`src/gyr_regs.svh`:
```
// register offsets, field positions and reset values of the rate sensor map
`ifndef GYR_REGS_SVH
`define GYR_REGS_SVH
`define GYR_ADDR_STATUS_ALIAS     8'h00
`define GYR_ADDR_RATE_X_HIGH      8'h01
`define GYR_ADDR_RATE_X_LOW       8'h02
`define GYR_ADDR_RATE_Y_HIGH      8'h03
`define GYR_ADDR_RATE_Y_LOW       8'h04
`define GYR_ADDR_RATE_Z_HIGH      8'h05
`define GYR_ADDR_RATE_Z_LOW       8'h06
`define GYR_ADDR_SAMPLE_READY     8'h07
`define GYR_ADDR_FIFO_STATE       8'h08
`define GYR_ADDR_FIFO_CONFIG      8'h09
`define GYR_ADDR_FIFO_EVENT       8'h0A
`define GYR_ADDR_IRQ_SOURCE       8'h0B
`define GYR_ADDR_IDENTITY         8'h0C
`define GYR_ADDR_CTRL_RANGE       8'h0D
`define GYR_ADDR_THR_CONFIG       8'h0E
`define GYR_ADDR_THR_EVENT        8'h0F
`define GYR_ADDR_THR_LEVEL        8'h10
`define GYR_ADDR_THR_DEBOUNCE     8'h11
`define GYR_ADDR_TEMPERATURE      8'h12
`define GYR_ADDR_CTRL_MODE_RATE   8'h13
`define GYR_ADDR_CTRL_IRQ         8'h14
`define GYR_ADDR_CTRL_INC_POWER   8'h15
`define GYR_ADDR_RESERVED_FIRST   8'h16
`define GYR_RST_DEFAULT           8'h00
`define GYR_RST_THR_DEBOUNCE      8'h01
`define GYR_FIFO_MODE_MSB         7
`define GYR_FIFO_MODE_LSB         6
`define GYR_FIFO_MODE_OFF         2'h0
`define GYR_WRAP_FIRST_BIT        3
`endif
```
`src/gyr_pkg.sv`:
```
// shared types of the rate sensor register map
package gyr_pkg;
	typedef logic [7:0]  gyr_byte_t;
	typedef logic [15:0] gyr_word_t;
	typedef logic [1:0]  gyr_fifo_mode_t;
endpackage : gyr_pkg

```
`src/gyr_out_if.sv`:
```
// read events and output data byte between the map and the output data registers
`timescale 1ns/10ps
interface gyr_out_if;
	logic               rd_fire;
	gyr_pkg::gyr_byte_t rd_addr;
	logic               fifo_on;
	gyr_pkg::gyr_byte_t byte_out;
	logic               pop;
	modport map_side (output rd_fire, output rd_addr, output fifo_on, input byte_out, input pop);
	modport out_side (input rd_fire, input rd_addr, input fifo_on, output byte_out, output pop);
endinterface : gyr_out_if

```
`src/gyr_addr_seq.sv`:
```
// auto-increment pointer successor for the register map
`timescale 1ns/10ps
`include "gyr_regs.svh"
module gyr_addr_seq (
	input  wire gyr_pkg::gyr_byte_t i_cur_addr,
	input  wire logic               i_wrap_first,
	output gyr_pkg::gyr_byte_t      o_next_addr
);
	function automatic gyr_pkg::gyr_byte_t gyr_next(input gyr_pkg::gyr_byte_t a,
		input logic w);
		gyr_pkg::gyr_byte_t n;
		n = a + 8'h01;
		if (a == `GYR_ADDR_RATE_Z_LOW) begin
			n = w ? `GYR_ADDR_RATE_X_HIGH : `GYR_ADDR_STATUS_ALIAS;
		end else if (a == `GYR_ADDR_CTRL_INC_POWER) begin
			n = `GYR_ADDR_STATUS_ALIAS;
		end
		return n;
	endfunction : gyr_next

	assign o_next_addr = gyr_next(i_cur_addr, i_wrap_first);
endmodule : gyr_addr_seq

```
`src/gyr_out_regs.sv`:
```
// output data registers: live sample in direct mode, fifo head snapshot otherwise
`timescale 1ns/10ps
`include "gyr_regs.svh"
module gyr_out_regs (
	input  wire logic               i_sys_clk,
	input  wire logic               i_sys_rst,
	input  wire logic               i_sample_valid,
	input  wire gyr_pkg::gyr_word_t i_sample_x,
	input  wire gyr_pkg::gyr_word_t i_sample_y,
	input  wire gyr_pkg::gyr_word_t i_sample_z,
	input  wire gyr_pkg::gyr_word_t i_head_x,
	input  wire gyr_pkg::gyr_word_t i_head_y,
	input  wire gyr_pkg::gyr_word_t i_head_z,
	gyr_out_if.out_side             bus
);
	logic [47:0] live_r;
	logic [23:0] low_hold_r;
	logic [47:0] snap_r;
	wire  [47:0] head_w = {i_head_x, i_head_y, i_head_z};
	wire  [2:0]  axis_w = 3'((bus.rd_addr - 8'h01) >> 1);
	wire         is_out_w = (bus.rd_addr >= `GYR_ADDR_RATE_X_HIGH) &&
		(bus.rd_addr <= `GYR_ADDR_RATE_Z_LOW);
	wire         is_high_w = is_out_w && bus.rd_addr[0];
	wire         load_head_w = bus.rd_fire && bus.fifo_on &&
		(bus.rd_addr == `GYR_ADDR_RATE_X_HIGH);
	wire  [7:0]  live_hi_w = live_r[47 - 16*axis_w -: 8];
	wire  [7:0]  live_lo_w = live_r[39 - 16*axis_w -: 8];
	wire  [7:0]  hold_w    = low_hold_r[23 - 8*axis_w -: 8];
	wire  [7:0]  snap_w    = snap_r[47 - 8*(bus.rd_addr - 8'h01) -: 8];

	assign bus.pop = bus.rd_fire && bus.fifo_on && (bus.rd_addr == `GYR_ADDR_RATE_Z_HIGH);
	assign bus.byte_out = !is_out_w ? 8'h00 :
		load_head_w ? i_head_x[15:8] :
		bus.fifo_on ? snap_w :
		is_high_w ? live_hi_w : hold_w;

	always_ff @(posedge i_sys_clk) begin
		if (i_sys_rst) begin
			live_r     <= 48'h0;
			low_hold_r <= 24'h0;
			snap_r     <= 48'h0;
		end else begin
			if (i_sample_valid && !bus.fifo_on) live_r <= {i_sample_x, i_sample_y, i_sample_z};
			if (bus.rd_fire && !bus.fifo_on && is_high_w) low_hold_r[23 - 8*axis_w -: 8] <= live_lo_w;
			if (load_head_w) snap_r <= head_w;
		end
	end
endmodule : gyr_out_regs

```
`src/gyr_reg_map.sv`:
```
// rate sensor register map with auto-increment pointer and status alias
// Function
// - a burst step after the z-axis low byte goes to 0x00, or to 0x01 when wrap_to_first_sample is set.
// - a burst step after the last control register at 0x15 goes back to 0x00.
// - reserved addresses 0x16 to 0xFF read zero and, like plain registers, step to address plus one.
// - address 0x00 reads a copy of the sample-ready flags or of the fifo state, picked by fifo mode.
// - a burst from 0x00 gives the status byte and then the current or oldest buffered sample.
// - the six rate output registers read 0x00 after power-on reset and keep their values through soft reset.
// - on reset the writable registers load 0x00, the debounce count loads 0x01, identity is fixed.
// - only fifo setup, the four controls and the threshold config, level and count are writable.
// - fifo mode 0b00 updates the outputs at the data rate, larger values present the fifo head.
`timescale 1ns/10ps
`include "gyr_regs.svh"
module gyr_reg_map #(
	parameter gyr_pkg::gyr_byte_t IDENTITY_CODE = 8'h5A  // arbitrary value
) (
	input  wire logic               i_sys_clk,
	input  wire logic               i_sys_rst,
	input  wire logic               i_soft_rst,
	input  wire logic               i_acc_begin,
	input  wire gyr_pkg::gyr_byte_t i_acc_addr,
	input  wire logic               i_acc_rd,
	input  wire logic               i_acc_wr,
	input  wire gyr_pkg::gyr_byte_t i_acc_wdata,
	output gyr_pkg::gyr_byte_t      o_rd_data,
	output logic                    o_rd_valid,
	output gyr_pkg::gyr_byte_t      o_acc_ptr,
	input  wire logic               i_sample_valid,
	input  wire gyr_pkg::gyr_word_t i_sample_x,
	input  wire gyr_pkg::gyr_word_t i_sample_y,
	input  wire gyr_pkg::gyr_word_t i_sample_z,
	input  wire gyr_pkg::gyr_word_t i_head_x,
	input  wire gyr_pkg::gyr_word_t i_head_y,
	input  wire gyr_pkg::gyr_word_t i_head_z,
	output logic                    o_fifo_pop,
	input  wire gyr_pkg::gyr_byte_t i_sample_ready_flags,
	input  wire gyr_pkg::gyr_byte_t i_fifo_state,
	input  wire gyr_pkg::gyr_byte_t i_fifo_event_flags,
	input  wire gyr_pkg::gyr_byte_t i_irq_source_flags,
	input  wire gyr_pkg::gyr_byte_t i_threshold_event_flags,
	input  wire gyr_pkg::gyr_byte_t i_die_temperature,
	output gyr_pkg::gyr_byte_t      o_fifo_config,
	output gyr_pkg::gyr_byte_t      o_control_range_filter,
	output gyr_pkg::gyr_byte_t      o_threshold_config,
	output gyr_pkg::gyr_byte_t      o_threshold_level,
	output gyr_pkg::gyr_byte_t      o_threshold_debounce_count,
	output gyr_pkg::gyr_byte_t      o_control_mode_rate,
	output gyr_pkg::gyr_byte_t      o_control_irq,
	output gyr_pkg::gyr_byte_t      o_control_increment_power
);
	gyr_pkg::gyr_byte_t ptr_r;
	gyr_pkg::gyr_byte_t rd_data_r;
	logic               rd_valid_r;
	gyr_pkg::gyr_byte_t fifo_config_r;
	gyr_pkg::gyr_byte_t range_filter_r;
	gyr_pkg::gyr_byte_t thr_config_r;
	gyr_pkg::gyr_byte_t thr_level_r;
	gyr_pkg::gyr_byte_t thr_debounce_r;
	gyr_pkg::gyr_byte_t mode_rate_r;
	gyr_pkg::gyr_byte_t ctrl_irq_r;
	gyr_pkg::gyr_byte_t inc_power_r;
	gyr_pkg::gyr_byte_t next_addr_w;
	gyr_pkg::gyr_byte_t rd_mux_w;

	gyr_out_if out_bus ();

	// access address: a fresh start address wins over the running pointer
	wire gyr_pkg::gyr_byte_t     acc_addr_w = i_acc_begin ? i_acc_addr : ptr_r;
	wire                         acc_fire_w = i_acc_rd || i_acc_wr;
	wire                         rd_fire_w  = i_acc_rd && !i_acc_wr;
	wire                         wr_fire_w  = i_acc_wr;
	wire gyr_pkg::gyr_fifo_mode_t fifo_mode_w =
		fifo_config_r[`GYR_FIFO_MODE_MSB:`GYR_FIFO_MODE_LSB];
	wire                         fifo_on_w  = fifo_mode_w != `GYR_FIFO_MODE_OFF;
	wire                         wrap_first_w = inc_power_r[`GYR_WRAP_FIRST_BIT];
	wire gyr_pkg::gyr_byte_t     status_alias_w = fifo_on_w ? i_fifo_state
		: i_sample_ready_flags;
	wire                         is_rate_w = (acc_addr_w >= `GYR_ADDR_RATE_X_HIGH) &&
		(acc_addr_w <= `GYR_ADDR_RATE_Z_LOW);

	// write decode: only the writable registers have a strobe
	wire wr_fifo_config_w  = wr_fire_w && (acc_addr_w == `GYR_ADDR_FIFO_CONFIG);
	wire wr_range_w        = wr_fire_w && (acc_addr_w == `GYR_ADDR_CTRL_RANGE);
	wire wr_thr_config_w   = wr_fire_w && (acc_addr_w == `GYR_ADDR_THR_CONFIG);
	wire wr_thr_level_w    = wr_fire_w && (acc_addr_w == `GYR_ADDR_THR_LEVEL);
	wire wr_thr_debounce_w = wr_fire_w && (acc_addr_w == `GYR_ADDR_THR_DEBOUNCE);
	wire wr_mode_rate_w    = wr_fire_w && (acc_addr_w == `GYR_ADDR_CTRL_MODE_RATE);
	wire wr_ctrl_irq_w     = wr_fire_w && (acc_addr_w == `GYR_ADDR_CTRL_IRQ);
	wire wr_inc_power_w    = wr_fire_w && (acc_addr_w == `GYR_ADDR_CTRL_INC_POWER);

	gyr_addr_seq u_addr_seq (
		.i_cur_addr   (acc_addr_w),
		.i_wrap_first (wrap_first_w),
		.o_next_addr  (next_addr_w)
	);

	assign out_bus.rd_fire = rd_fire_w;
	assign out_bus.rd_addr = acc_addr_w;
	assign out_bus.fifo_on = fifo_on_w;

	gyr_out_regs u_out_regs (
		.i_sys_clk      (i_sys_clk),
		.i_sys_rst      (i_sys_rst),
		.i_sample_valid (i_sample_valid),
		.i_sample_x     (i_sample_x),
		.i_sample_y     (i_sample_y),
		.i_sample_z     (i_sample_z),
		.i_head_x       (i_head_x),
		.i_head_y       (i_head_y),
		.i_head_z       (i_head_z),
		.bus            (out_bus.out_side)
	);

	assign o_fifo_pop = out_bus.pop;

	// read selection
	always_comb begin
		rd_mux_w = `GYR_RST_DEFAULT;
		if (is_rate_w) begin
			rd_mux_w = out_bus.byte_out;
		end else begin
			case (acc_addr_w)
				`GYR_ADDR_STATUS_ALIAS:   rd_mux_w = status_alias_w;
				`GYR_ADDR_SAMPLE_READY:   rd_mux_w = i_sample_ready_flags;
				`GYR_ADDR_FIFO_STATE:     rd_mux_w = i_fifo_state;
				`GYR_ADDR_FIFO_CONFIG:    rd_mux_w = fifo_config_r;
				`GYR_ADDR_FIFO_EVENT:     rd_mux_w = i_fifo_event_flags;
				`GYR_ADDR_IRQ_SOURCE:     rd_mux_w = i_irq_source_flags;
				`GYR_ADDR_IDENTITY:       rd_mux_w = IDENTITY_CODE;
				`GYR_ADDR_CTRL_RANGE:     rd_mux_w = range_filter_r;
				`GYR_ADDR_THR_CONFIG:     rd_mux_w = thr_config_r;
				`GYR_ADDR_THR_EVENT:      rd_mux_w = i_threshold_event_flags;
				`GYR_ADDR_THR_LEVEL:      rd_mux_w = thr_level_r;
				`GYR_ADDR_THR_DEBOUNCE:   rd_mux_w = thr_debounce_r;
				`GYR_ADDR_TEMPERATURE:    rd_mux_w = i_die_temperature;
				`GYR_ADDR_CTRL_MODE_RATE: rd_mux_w = mode_rate_r;
				`GYR_ADDR_CTRL_IRQ:       rd_mux_w = ctrl_irq_r;
				`GYR_ADDR_CTRL_INC_POWER: rd_mux_w = inc_power_r;
				default:                  rd_mux_w = `GYR_RST_DEFAULT;
			endcase
		end
	end

	// pointer and read data
	always_ff @(posedge i_sys_clk) begin
		if (i_sys_rst) begin
			ptr_r      <= `GYR_ADDR_STATUS_ALIAS;
			rd_data_r  <= `GYR_RST_DEFAULT;
			rd_valid_r <= 1'b0;
		end else begin
			rd_valid_r <= rd_fire_w;
			if (rd_fire_w) rd_data_r <= rd_mux_w;
			if (acc_fire_w) begin
				ptr_r <= next_addr_w;
			end else if (i_acc_begin) begin
				ptr_r <= i_acc_addr;
			end
		end
	end

	// writable registers; soft reset reloads them but leaves output data alone
	always_ff @(posedge i_sys_clk) begin
		if (i_sys_rst || i_soft_rst) begin
			fifo_config_r  <= `GYR_RST_DEFAULT;
			range_filter_r <= `GYR_RST_DEFAULT;
			thr_config_r   <= `GYR_RST_DEFAULT;
			thr_level_r    <= `GYR_RST_DEFAULT;
			thr_debounce_r <= `GYR_RST_THR_DEBOUNCE;
			mode_rate_r    <= `GYR_RST_DEFAULT;
			ctrl_irq_r     <= `GYR_RST_DEFAULT;
			inc_power_r    <= `GYR_RST_DEFAULT;
		end else begin
			if (wr_fifo_config_w)  fifo_config_r  <= i_acc_wdata;
			if (wr_range_w)        range_filter_r <= i_acc_wdata;
			if (wr_thr_config_w)   thr_config_r   <= i_acc_wdata;
			if (wr_thr_level_w)    thr_level_r    <= i_acc_wdata;
			if (wr_thr_debounce_w) thr_debounce_r <= i_acc_wdata;
			if (wr_mode_rate_w)    mode_rate_r    <= i_acc_wdata;
			if (wr_ctrl_irq_w)     ctrl_irq_r     <= i_acc_wdata;
			if (wr_inc_power_w)    inc_power_r    <= i_acc_wdata;
		end
	end

	assign o_rd_data                  = rd_data_r;
	assign o_rd_valid                 = rd_valid_r;
	assign o_acc_ptr                  = ptr_r;
	assign o_fifo_config              = fifo_config_r;
	assign o_control_range_filter     = range_filter_r;
	assign o_threshold_config         = thr_config_r;
	assign o_threshold_level          = thr_level_r;
	assign o_threshold_debounce_count = thr_debounce_r;
	assign o_control_mode_rate        = mode_rate_r;
	assign o_control_irq              = ctrl_irq_r;
	assign o_control_increment_power  = inc_power_r;
endmodule : gyr_reg_map

```
`config.mk`:
```
export PLATFORM = sky130hd
export DESIGN_NAME = gyr_reg_map
export DESIGN_NICKNAME = d
export VERILOG_FILES = /design/src/gyr_pkg.sv /design/src/gyr_out_if.sv /design/src/gyr_addr_seq.sv /design/src/gyr_out_regs.sv /design/src/gyr_reg_map.sv
export VERILOG_INCLUDE_DIRS = /design/src
export SDC_FILE = /design/constraint.sdc
export NUM_CORES = 1
export LEC_CHECK = 0
export ABC_AREA = 1
export BUFFER_PORTS_ARGS = -buffer_cell sky130_fd_sc_hd__clkbuf_2
export CORE_MARGIN = 2
export CORE_UTILIZATION = 55
export DETAILED_ROUTE_END_ITERATION = 16
export PLACE_DENSITY = 0.82
export SLEW_MARGIN = 5
export SYNTH_ARGS = -nofsm -noshare
export SYNTH_HDL_FRONTEND = slang
export SYNTH_SLANG_ARGS = --single-unit
```
`constraint.sdc`:
```
create_clock -name i_sys_clk -period 9.16 [get_ports i_sys_clk]
set_input_delay 2.29 -clock i_sys_clk [delete_from_list [all_inputs] [get_ports i_sys_clk]]
set_output_delay 2.29 -clock i_sys_clk [all_outputs]
set_load 0.01 [all_outputs]
```
Word level (Yosys, flattened, before mapping)
Cells that the tools add are included.
W data, S select, Z words.

word-level totals
  latch bits = 0
  logic and storage cells = 83
  memory bits (writable) = 0
  memories kept = 0
  register bits = 201
  memory bits (read-only) = 0

cells by class
  multiplexer cells = 12
  bitwise operators = 0
  magnitude comparators = 2
  equality and inequality tests = 18
  reduce and logical (&&, ||, !) cells = 23
  add/subtract/negate cells = 8
  multiply operators = 0
  divide/modulo/power cells = 0
  shift operators = 6

operators by type and width
  operator                   number
  $shiftx A55 B33 Y8         3
  $pmux W8 S16               1
  $mux W8                    9
  $eq A8 B4 Y1 const B       8
  $eq A8 B5 Y1 const B       6
  $neg A32 Y34               1
  $shift A8 B34 Y31 const A  1
  $shiftx A8 B34 Y31         1
  $shiftx A31 B33 Y8         1
  $sub A6 B32 Y32 const A    1
  $bwmux W24                 1
  $eq A8 B3 Y1 const B       3
  $logic_and A1 B1 Y1        17
  $sub A6 B7 Y8 const A      2
  $sub A8 B1 Y9 const B      1
  $add A8 B1 Y8 const B      1
  $eq A8 B1 Y1 const B       1
  $ge A8 B1 Y1 const B       1
  $le A8 B3 Y1 const B       1
  $logic_not A8 Y1           1
  $sub A5 B6 Y7 const A      1
  $sub A4 B1 Y4 const B      1
  $logic_not A1 Y1           2
  $logic_or A1 B1 Y1         2
  other kinds (2)            2

Depth between registers and ports, before layout
Gate-level depths: netlist of run 1.

  depth in word-level cells = 8
  mapped depth = 23
  mapped depth without buffers = 19

Modules after synthesis
Synthesis of run 1 repeated with hierarchy kept, for this count alone.

unflattened totals
  cells, all modules = 1,580
  area total of the unflattened synthesis = 10,521.3 um^2

modules (own cells, without submodules)
  module        cells each  instances  area each (um^2)  seq. area each (um^2)
  gyr_out_regs  814         1          5,611.6           2,402.3
  gyr_reg_map   715         1          4,654.5           1,621.6
  gyr_addr_seq  51          1          255.2             0.0

Worst setup path before layout of run 1
Ideal clock, no wire load.

  path kind = input to output
  from = in i_acc_begin
  to = out o_fifo_pop
  arrival time = 3.578 ns
  setup slack = 3.292 ns
  required time = 6.870 ns
  buffers on the path = 3
  stages on the path = 10
  path through = inv_2 > buf_6 > nand2_1 > nand2_1 > buf_2 > buf_2 > ha_1 > inv_1 > nor2_1 > and3_1

between the ends
  word-level cells in the longest chain between the ends = 3

RTL lines
  element                 RTL line            source
  from (decl)             gyr_reg_map.sv:20   input wire logic i_acc_begin,
  $mux W8                 -
  $eq A8 B3 Y1 (no line)  -
  $logic_and A1 B1 Y1     gyr_out_regs.sv:31  assign bus.pop = bus.rd_fire && bus.fifo_on && (bus.rd_addr == `GYR_ADDR_RATE_Z_HIGH);
  to (decl)               gyr_reg_map.sv:35   output logic o_fifo_pop,

No other way between the ends.

Worst setup path in the final report of run 1
Ends and elaborated chain as after synthesis.

==> impl_metrics.ini, run 1 <==
[status]
outcome = complete, no violations

[floorplanning]
core_mm2 = 0.01790
die-height_um = 138.8
io-pin-count = 249
dieArea_mm2 = 0.01926
initial_core_util = 0.5580
die_w_um = 138.8
row_count = 49

[global_routing]
globalRouteOverflowTotal = 0
grt_start_max_net_pins = 81
grt_first_pass_wirelength_um = 48670
grt_use_total = 0.3044
grt_pass1_vias = 9991
antenna_found_initial = 0

[route]
wl_um = 30590
drt-pass1-iter-count = 5
postRouteAntennaNets = 0
drc_errors = 0
wl_per_cell_um = 15.46
vias = 10870
drt_iter0_drc = 932
viasPerCell = 5.492

[layout]
final_area_mm2 = 0.01201
top_regs = u_out_regs.live_r: 48 flops, u_out_regs.snap_r: 48 flops, u_out_regs.low_hold_r: 24 flops
layout.nets = 1908
n_antenna_cell = 0
fin_util = 0.6709
synthToLayoutAreaGrowth_pct = 20.23
instances_no_fill = 1979
drive_gt1_frac = 0.1869

[worst_setup_path]
start_kind = input pin
arrival_ns = 4.51
worstReg2RegStart = o_acc_ptr[0]
reg2reg_to = o_rd_data[5]
worstSetupPathType = in2out
endpoint_kind = output port
r2r_slack_ns = 4.66
reg2reg_depth = 15
worstPathMaxFanout = 31
crit_required_ns = 6.87

[timing]
clock_skew_ns = 0.006117
setup_viol = 0
max_freq_mhz = 147.0
slew_violations = 0
hold_violations = 0
slew_headroom = 0.2385
period_minus_slack_ns = 6.802
finalSetupTns_ns = 0
max_slew.worst_pin.slew_ns = 1.140
rsz0062_at_grt = no
min_period_over_period = 0.7426

[logic_synthesis]
yosys_most_used_dff = dfxtp_1
synth_seq_area_share = 0.4028
async_flop_share = 0
netlist_area_mm2 = 0.009990
synth-seq-cells = 201
synth_top_cell_by_area = dfxtp_1
netlist_instances = 1533
netlist_top_cells_area = dfxtp_1 40%, o21ai_0 12%, nor2_1 11%, nand2_1 9.2%, nand3_1 6.8%
ys_types = 37
yosysWarnings = 0
syn_avg_cell_area_um2 = 6.516
syn_nets = 1706
synth_edf_count = 0
synth_top_area_frac = 0.4028

[placed_design]
io_buffers = 248
placed_cell_area_mm2 = 0.01123
place_inst = 1940
post-dp-hpwl_um = 22360
globalplace.congestion = 0.9372

[cts]
h-tree-depth = 1
root_buffer = clkbuf_16
postCtsSetupBuffers = 0
ctsHoldBuffers = 0
post_cts_resized = 0
cts_made_buffers = 22
path_clk_slew_ns = 0.06
clk_latency_ns = 0.50
clock_sinks = 201
cts_tree = built
clock_path_buffers = 3

[worst_hold_path]
holdPathStages = 2
hp-start = u_out_regs.low_hold_r[5]
hold_path.class = reg2reg
worstHoldEndpoint = u_out_regs.low_hold_r[5]

[run]
drv_cap = 0

[power_and_ir_drop]
p_leak_nw = 5.381
p_comb_frac = 0.159
p_total_w = 0.002191
power.density_mw_per_mm2 = 182.4
p_sw_w = 0.0006025
p_sw_frac = 0.2750
peakVddDrop_mv = 0.1240
intPower_w = 0.001588
p_seq_frac = 0.414
p_clk_frac = 0.427
==> per-layer routing <==
| metal | up-vias | global-route usage | wire, µm |
|---|---|---|---|
| li1 | 5404 | - | - |
| met1 | 4871 | 0.3954 | 12550 |
| met2 | 499 | 0.5175 | 14530 |
| met3 | 95 | 0.03488 | 2387 |
| met4 | 0 | 0.1260 | 1126 |
| met5 | - | 0 | 0 |
==> how the worst max path moves through the flow <==
stage | from | end | slack [ns] | depth (start not counted)
2_1_floorplan | i_acc_begin | o_fifo_pop | 3.29 | 10
3_3_place_gp | i_acc_begin | o_fifo_pop | 2.45 | 8
3_5_place_dp | i_acc_begin | o_rd_data[4] | 2.38 | 17
4_1_cts | i_acc_begin | o_fifo_pop | 2.41 | 9
5_1_grt | i_acc_begin | o_fifo_pop | 2.17 | 9
6_report | i_acc_begin | o_fifo_pop | 2.36 | 9
==> synth_stat cells, types with 2 or more instances <==
cell	instances
nor2_1	294
o21ai_0	246
nand2_1	244
dfxtp_1	201
nand3_1	135
a21oi_1	134
inv_1	125
clkbuf_1	45
buf_2	24
nor2_2	10
nor3_1	9
o21ai_1	7
ha_1	6
inv_2	6
o31ai_1	6
nand2_2	5
buf_1	4
buf_4	3
clkinv_1	3
mux2i_1	3
o22ai_1	3
buf_6	2
nand3_2	2
o21a_1	2
xnor2_1	2
==> cell families (layout without fill, tap and decap cells) <==
family / Yosys count / in the layout / share of synthesized area
AO/OA/AOI/OAI: 400 / 400 / 0.2043
XOR/XNOR: 3 / 3 / 0.002631
adder cells (fa/ha/maj): 6 / 6 / 0.007515
buffers and inverters: 212 / 429 / 0.08529
flip-flops: 201 / 201 / 0.4028
multiplexers: 3 / 3 / 0.003006
AND/OR/NAND/NOR: 708 / 708 / 0.2945
==> layout by cell type (no fill, tap or decap), types with 4 or more instances in the layout <==
master     netlist  routed
nand2_2          5       5
o31ai_1          6       6
clkinv_2         0       4
clkbuf_8         0       5
o21ai_0        246     246
inv_2            6       7
inv_1          125     124
nand2_1        244     244
nor2_2          10      12
nor3_1           9       9
o21ai_1          7       7
buf_4            3       8
a21oi_1        134     134
ha_1             6       6
dfxtp_1        201     201
clkbuf_2         0     248
nor2_1         294     292
nand3_1        135     135
clkbuf_16        0      23
==> final cells by class <==
type | instances | area, µm²
tap | 229 | 286.5
multi-input combinational | 1120 | 5119
clock inverter | 9 | 125.1
sequential | 201 | 4024
inverter | 134 | 503.0
clock buffer | 30 | 651.9
timing repair buffer | 256 | 1301
fill | 1673 | 5892
==> critical path, cell delays in order <==
cell,delay (ns)
clkbuf_2,0.19
inv_2,0.19
nand2_1,0.07
nand2_1,0.76
ha_1,0.31
inv_1,0.11
nor2_1,0.23
and3_1,0.22
clkbuf_2,0.14
==> stage by stage <==
| stage | hold WS, ns | worst slack, ns |
|---|---|---|
| after floorplan | 0.4205 | 3.292 |
| after global placement | 0.4302 | 2.454 |
| after detailed placement | 0.4347 | 2.381 |
| after CTS | 0.4436 | 2.407 |
| after global routing | 0.4644 | 2.169 |
| final | 0.4400 | 2.358 |
==> power groups by stage <==
| stage | clock [W] | sequential (W) | combinational, W |
|---|---|---|---|
| final | 0.000936 | 0.000907 | 0.000348 |
| after global routing | 0.000984 | 0.000908 | 0.000389 |
| after CTS | 0.000945 | 0.000907 | 0.000344 |
| after detailed placement | 0 | 0.000926 | 0.000342 |
| after global placement | 0 | 0.000925 | 0.000338 |
| after floorplan | 0 | 0.000926 | 0.000232 |
Power figures use the tool's default switching activity.
==> run 2: changes to the inputs <==
--- a/config.mk
+++ b/config.mk
@@ -9,9 +9,9 @@
 export ABC_AREA = 1
 export BUFFER_PORTS_ARGS = -buffer_cell sky130_fd_sc_hd__clkbuf_2
 export CORE_MARGIN = 2
-export CORE_UTILIZATION = 55
+export CORE_UTILIZATION = 49
 export DETAILED_ROUTE_END_ITERATION = 16
-export PLACE_DENSITY = 0.82
+export PLACE_DENSITY = 0.77
 export SLEW_MARGIN = 5
 export SYNTH_ARGS = -nofsm -noshare
 export SYNTH_HDL_FRONTEND = slang
==> constraint.sdc (replaced) <==
create_clock -name i_sys_clk -period 5.9 [get_ports i_sys_clk]
set_input_delay 1.475 -clock i_sys_clk [delete_from_list [all_inputs] [get_ports i_sys_clk]]
set_output_delay 1.475 -clock i_sys_clk [all_outputs]
set_load 0.01 [all_outputs]
==> run 2 against run 1 <==
Net effect:
- first-iteration DRC count fell by 31%
- combinational power rose by 58%
- register-to-register slack got worse by 2.2 ns
- cell count rose by 2.3%
- clock power rose by 51%
- power rose by 54%
- sequential cell count did not move
- sequential power rose by 55%
- routed wire length rose by 2.4%
==> impl_metrics.ini, run 2 (same netlist as run 1, synthesis figures left out) <==
[worst_setup_path]
worstSetupEndpoint = o_fifo_pop
reg2reg_to = u_out_regs.low_hold_r[18]
worstPathMaxFanout = 31
crit_required_ns = 4.43
r2r_slack_ns = 2.44
reg2reg_depth = 14
worstSetupPathType = in2out
endpoint_kind = output port
startpoint = i_acc_begin
worstReg2RegStart = o_acc_ptr[0]
arrival_ns = 3.25
start_kind = input pin

[layout]
synthToLayoutAreaGrowth_pct = 20.67
layout_commonest_cell = nor2_1
ff_latch_area_mm2 = 0.004024
top_regs = u_out_regs.live_r: 48 flops, u_out_regs.snap_r: 48 flops, u_out_regs.low_hold_r: 24 flops
n_antenna_cell = 0
multiInputGateArea_mm2 = 0.005119
layout.nets = 1912
drive_gt1_frac = 0.1858
final_area_mm2 = 0.01205
layout_common_cells = 292 x nor2_1, 248 x clkbuf_2, 246 x o21ai_0
fillers = 1987

[power_and_ir_drop]
p_seq_frac = 0.418
p_comb_frac = 0.163
p_sw_frac = 0.2806
p_leak_nw = 5.383
p_total_w = 0.003370
peakVddDrop_mv = 0.1748
p_sw_w = 0.0009457
p_clk_frac = 0.419
power.density_mw_per_mm2 = 279.6
intPower_w = 0.002424

[run]
drv_cap = 0

[route]
drt_iter0_drc = 641
viasPerCell = 5.337
postRouteAntennaNets = 0
wl_um = 31310
drc_errors = 0
vias = 10810
drt-pass1-iter-count = 5
wl_per_cell_um = 15.46

[global_routing]
grtUsageMet2 = 0.4911
use_met3 = 0.04130
globalRouteOverflowTotal = 0
grt_busiest_layer = met2
grt_start_max_net_pins = 70
grt_pass1_vias = 10160
antenna_found_initial = 0
grt_use_total = 0.2836
grt_first_pass_wirelength_um = 50400
met1_usage = 0.3619

[floorplanning]
io-pin-count = 249
initial_core_util = 0.4969
die-height_um = 146.8
core_mm2 = 0.02010
row_count = 52
dieArea_mm2 = 0.02154
die_w_um = 146.8

[timing]
slew_headroom = 0.2530
max_freq_mhz = 211.5
hold_violations = 0
clock_skew_ns = 0.01512
slew_violations = 0
setup_viol = 0
worst_slack_ns = 1.171
rsz0062_at_grt = no
finalSetupTns_ns = 0
period_minus_slack_ns = 4.729
min_period_over_period = 0.8015
max_slew.worst_pin.slew_ns = 1.119

[worst_hold_path]
hold_path.class = reg2reg
holdPathStages = 2

[placed_design]
placed_cell_area_mm2 = 0.01131
post-dp-hpwl_um = 23320
place_ws_ns = 1.059
globalplace.congestion = 0.9084
io_buffers = 248

[cts]
root_buffer = clkbuf_16
cts_made_buffers = 22
clock_path_buffers = 3
cts_tree = built
clk_latency_ns = 0.51
h-tree-depth = 1
clock_sinks = 201
ctsHoldBuffers = 0
post_cts_resized = 0
postCtsSetupBuffers = 0
path_clk_slew_ns = 0.05

[status]
outcome = complete, no violations
-- run 2: changes by cell type in the layout (fill, tap and decap cells not counted), sizes merged --
| cell | change |
|---|---|
| inv | +1 |
| buf | +4 |
| clkinvlp | -2 |
| clkbuf | +5 |
| bufinv | -1 |
| clkinv | -2 |
-- run 2: worst max-delay path, cell delays in order --
cell      delay, ns
clkbuf_2       0.18
inv_2          0.18
nand2_1        0.07
nand2_1        0.07
buf_4          0.31
ha_1           0.22
inv_1          0.11
nor2_1         0.27
and3_1         0.20
clkbuf_2       0.16
-- run 2: cell type report --
cell class,instances,area share
Clock inverter,5,0.006539
Clock buffer,35,0.05481
Multi-Input combinational cell,1120,0.4246
Timing Repair Buffer,260,0.1104
Inverter,134,0.04173
Tap cell,270,0.02803
Sequential cell,201,0.3338
-- run 2: worst min path at each step --
stage / startpoint / slack, ns / end
after global placement: u_out_regs.low_hold_r[5] / 0.43 / u_out_regs.low_hold_r[5]
final: u_out_regs.low_hold_r[2] / 0.44 / u_out_regs.low_hold_r[2]
after global routing: u_out_regs.low_hold_r[2] / 0.47 / u_out_regs.low_hold_r[2]
after CTS: u_out_regs.low_hold_r[2] / 0.44 / u_out_regs.low_hold_r[2]
after floorplan: u_out_regs.low_hold_r[0] / 0.42 / u_out_regs.low_hold_r[0]
after detailed placement: u_out_regs.low_hold_r[2] / 0.44 / u_out_regs.low_hold_r[2]
-- run 2: stage by stage --
stage | hold WS [ns] | instances | utilization
after floorplan | 0.4205 | 1533 | -
after global placement | 0.4303 | 1985 | 0.5628
after detailed placement | 0.4351 | 1985 | 0.5628
after CTS | 0.4436 | 2025 | 0.5996
after global routing | 0.4664 | 2025 | 0.5996
final | 0.4406 | 2025 | 0.5996
-- run 2: power groups by stage --
stage	Combinational (W)	Sequential, W	Clock, W
2_1_floorplan	0.000360	0.00144	0
5_1_grt	0.000614	0.00141	0.00148
3_3_place_gp	0.000540	0.00144	0
3_5_place_dp	0.000543	0.00144	0
4_1_cts	0.000546	0.00141	0.00142
6_report	0.000549	0.00141	0.00141
-- run 2: per-layer routing --
| layer | up-vias | part of all wire | wire [µm] |
|---|---|---|---|
| met5 | - | 0 | 0 |
| met4 | 0 | 0.034 | 1065 |
| met3 | 78 | 0.071 | 2225 |
| met2 | 427 | 0.47 | 14740 |
| met1 | 4866 | 0.42 | 13290 |
| li1 | 5437 | - | - |
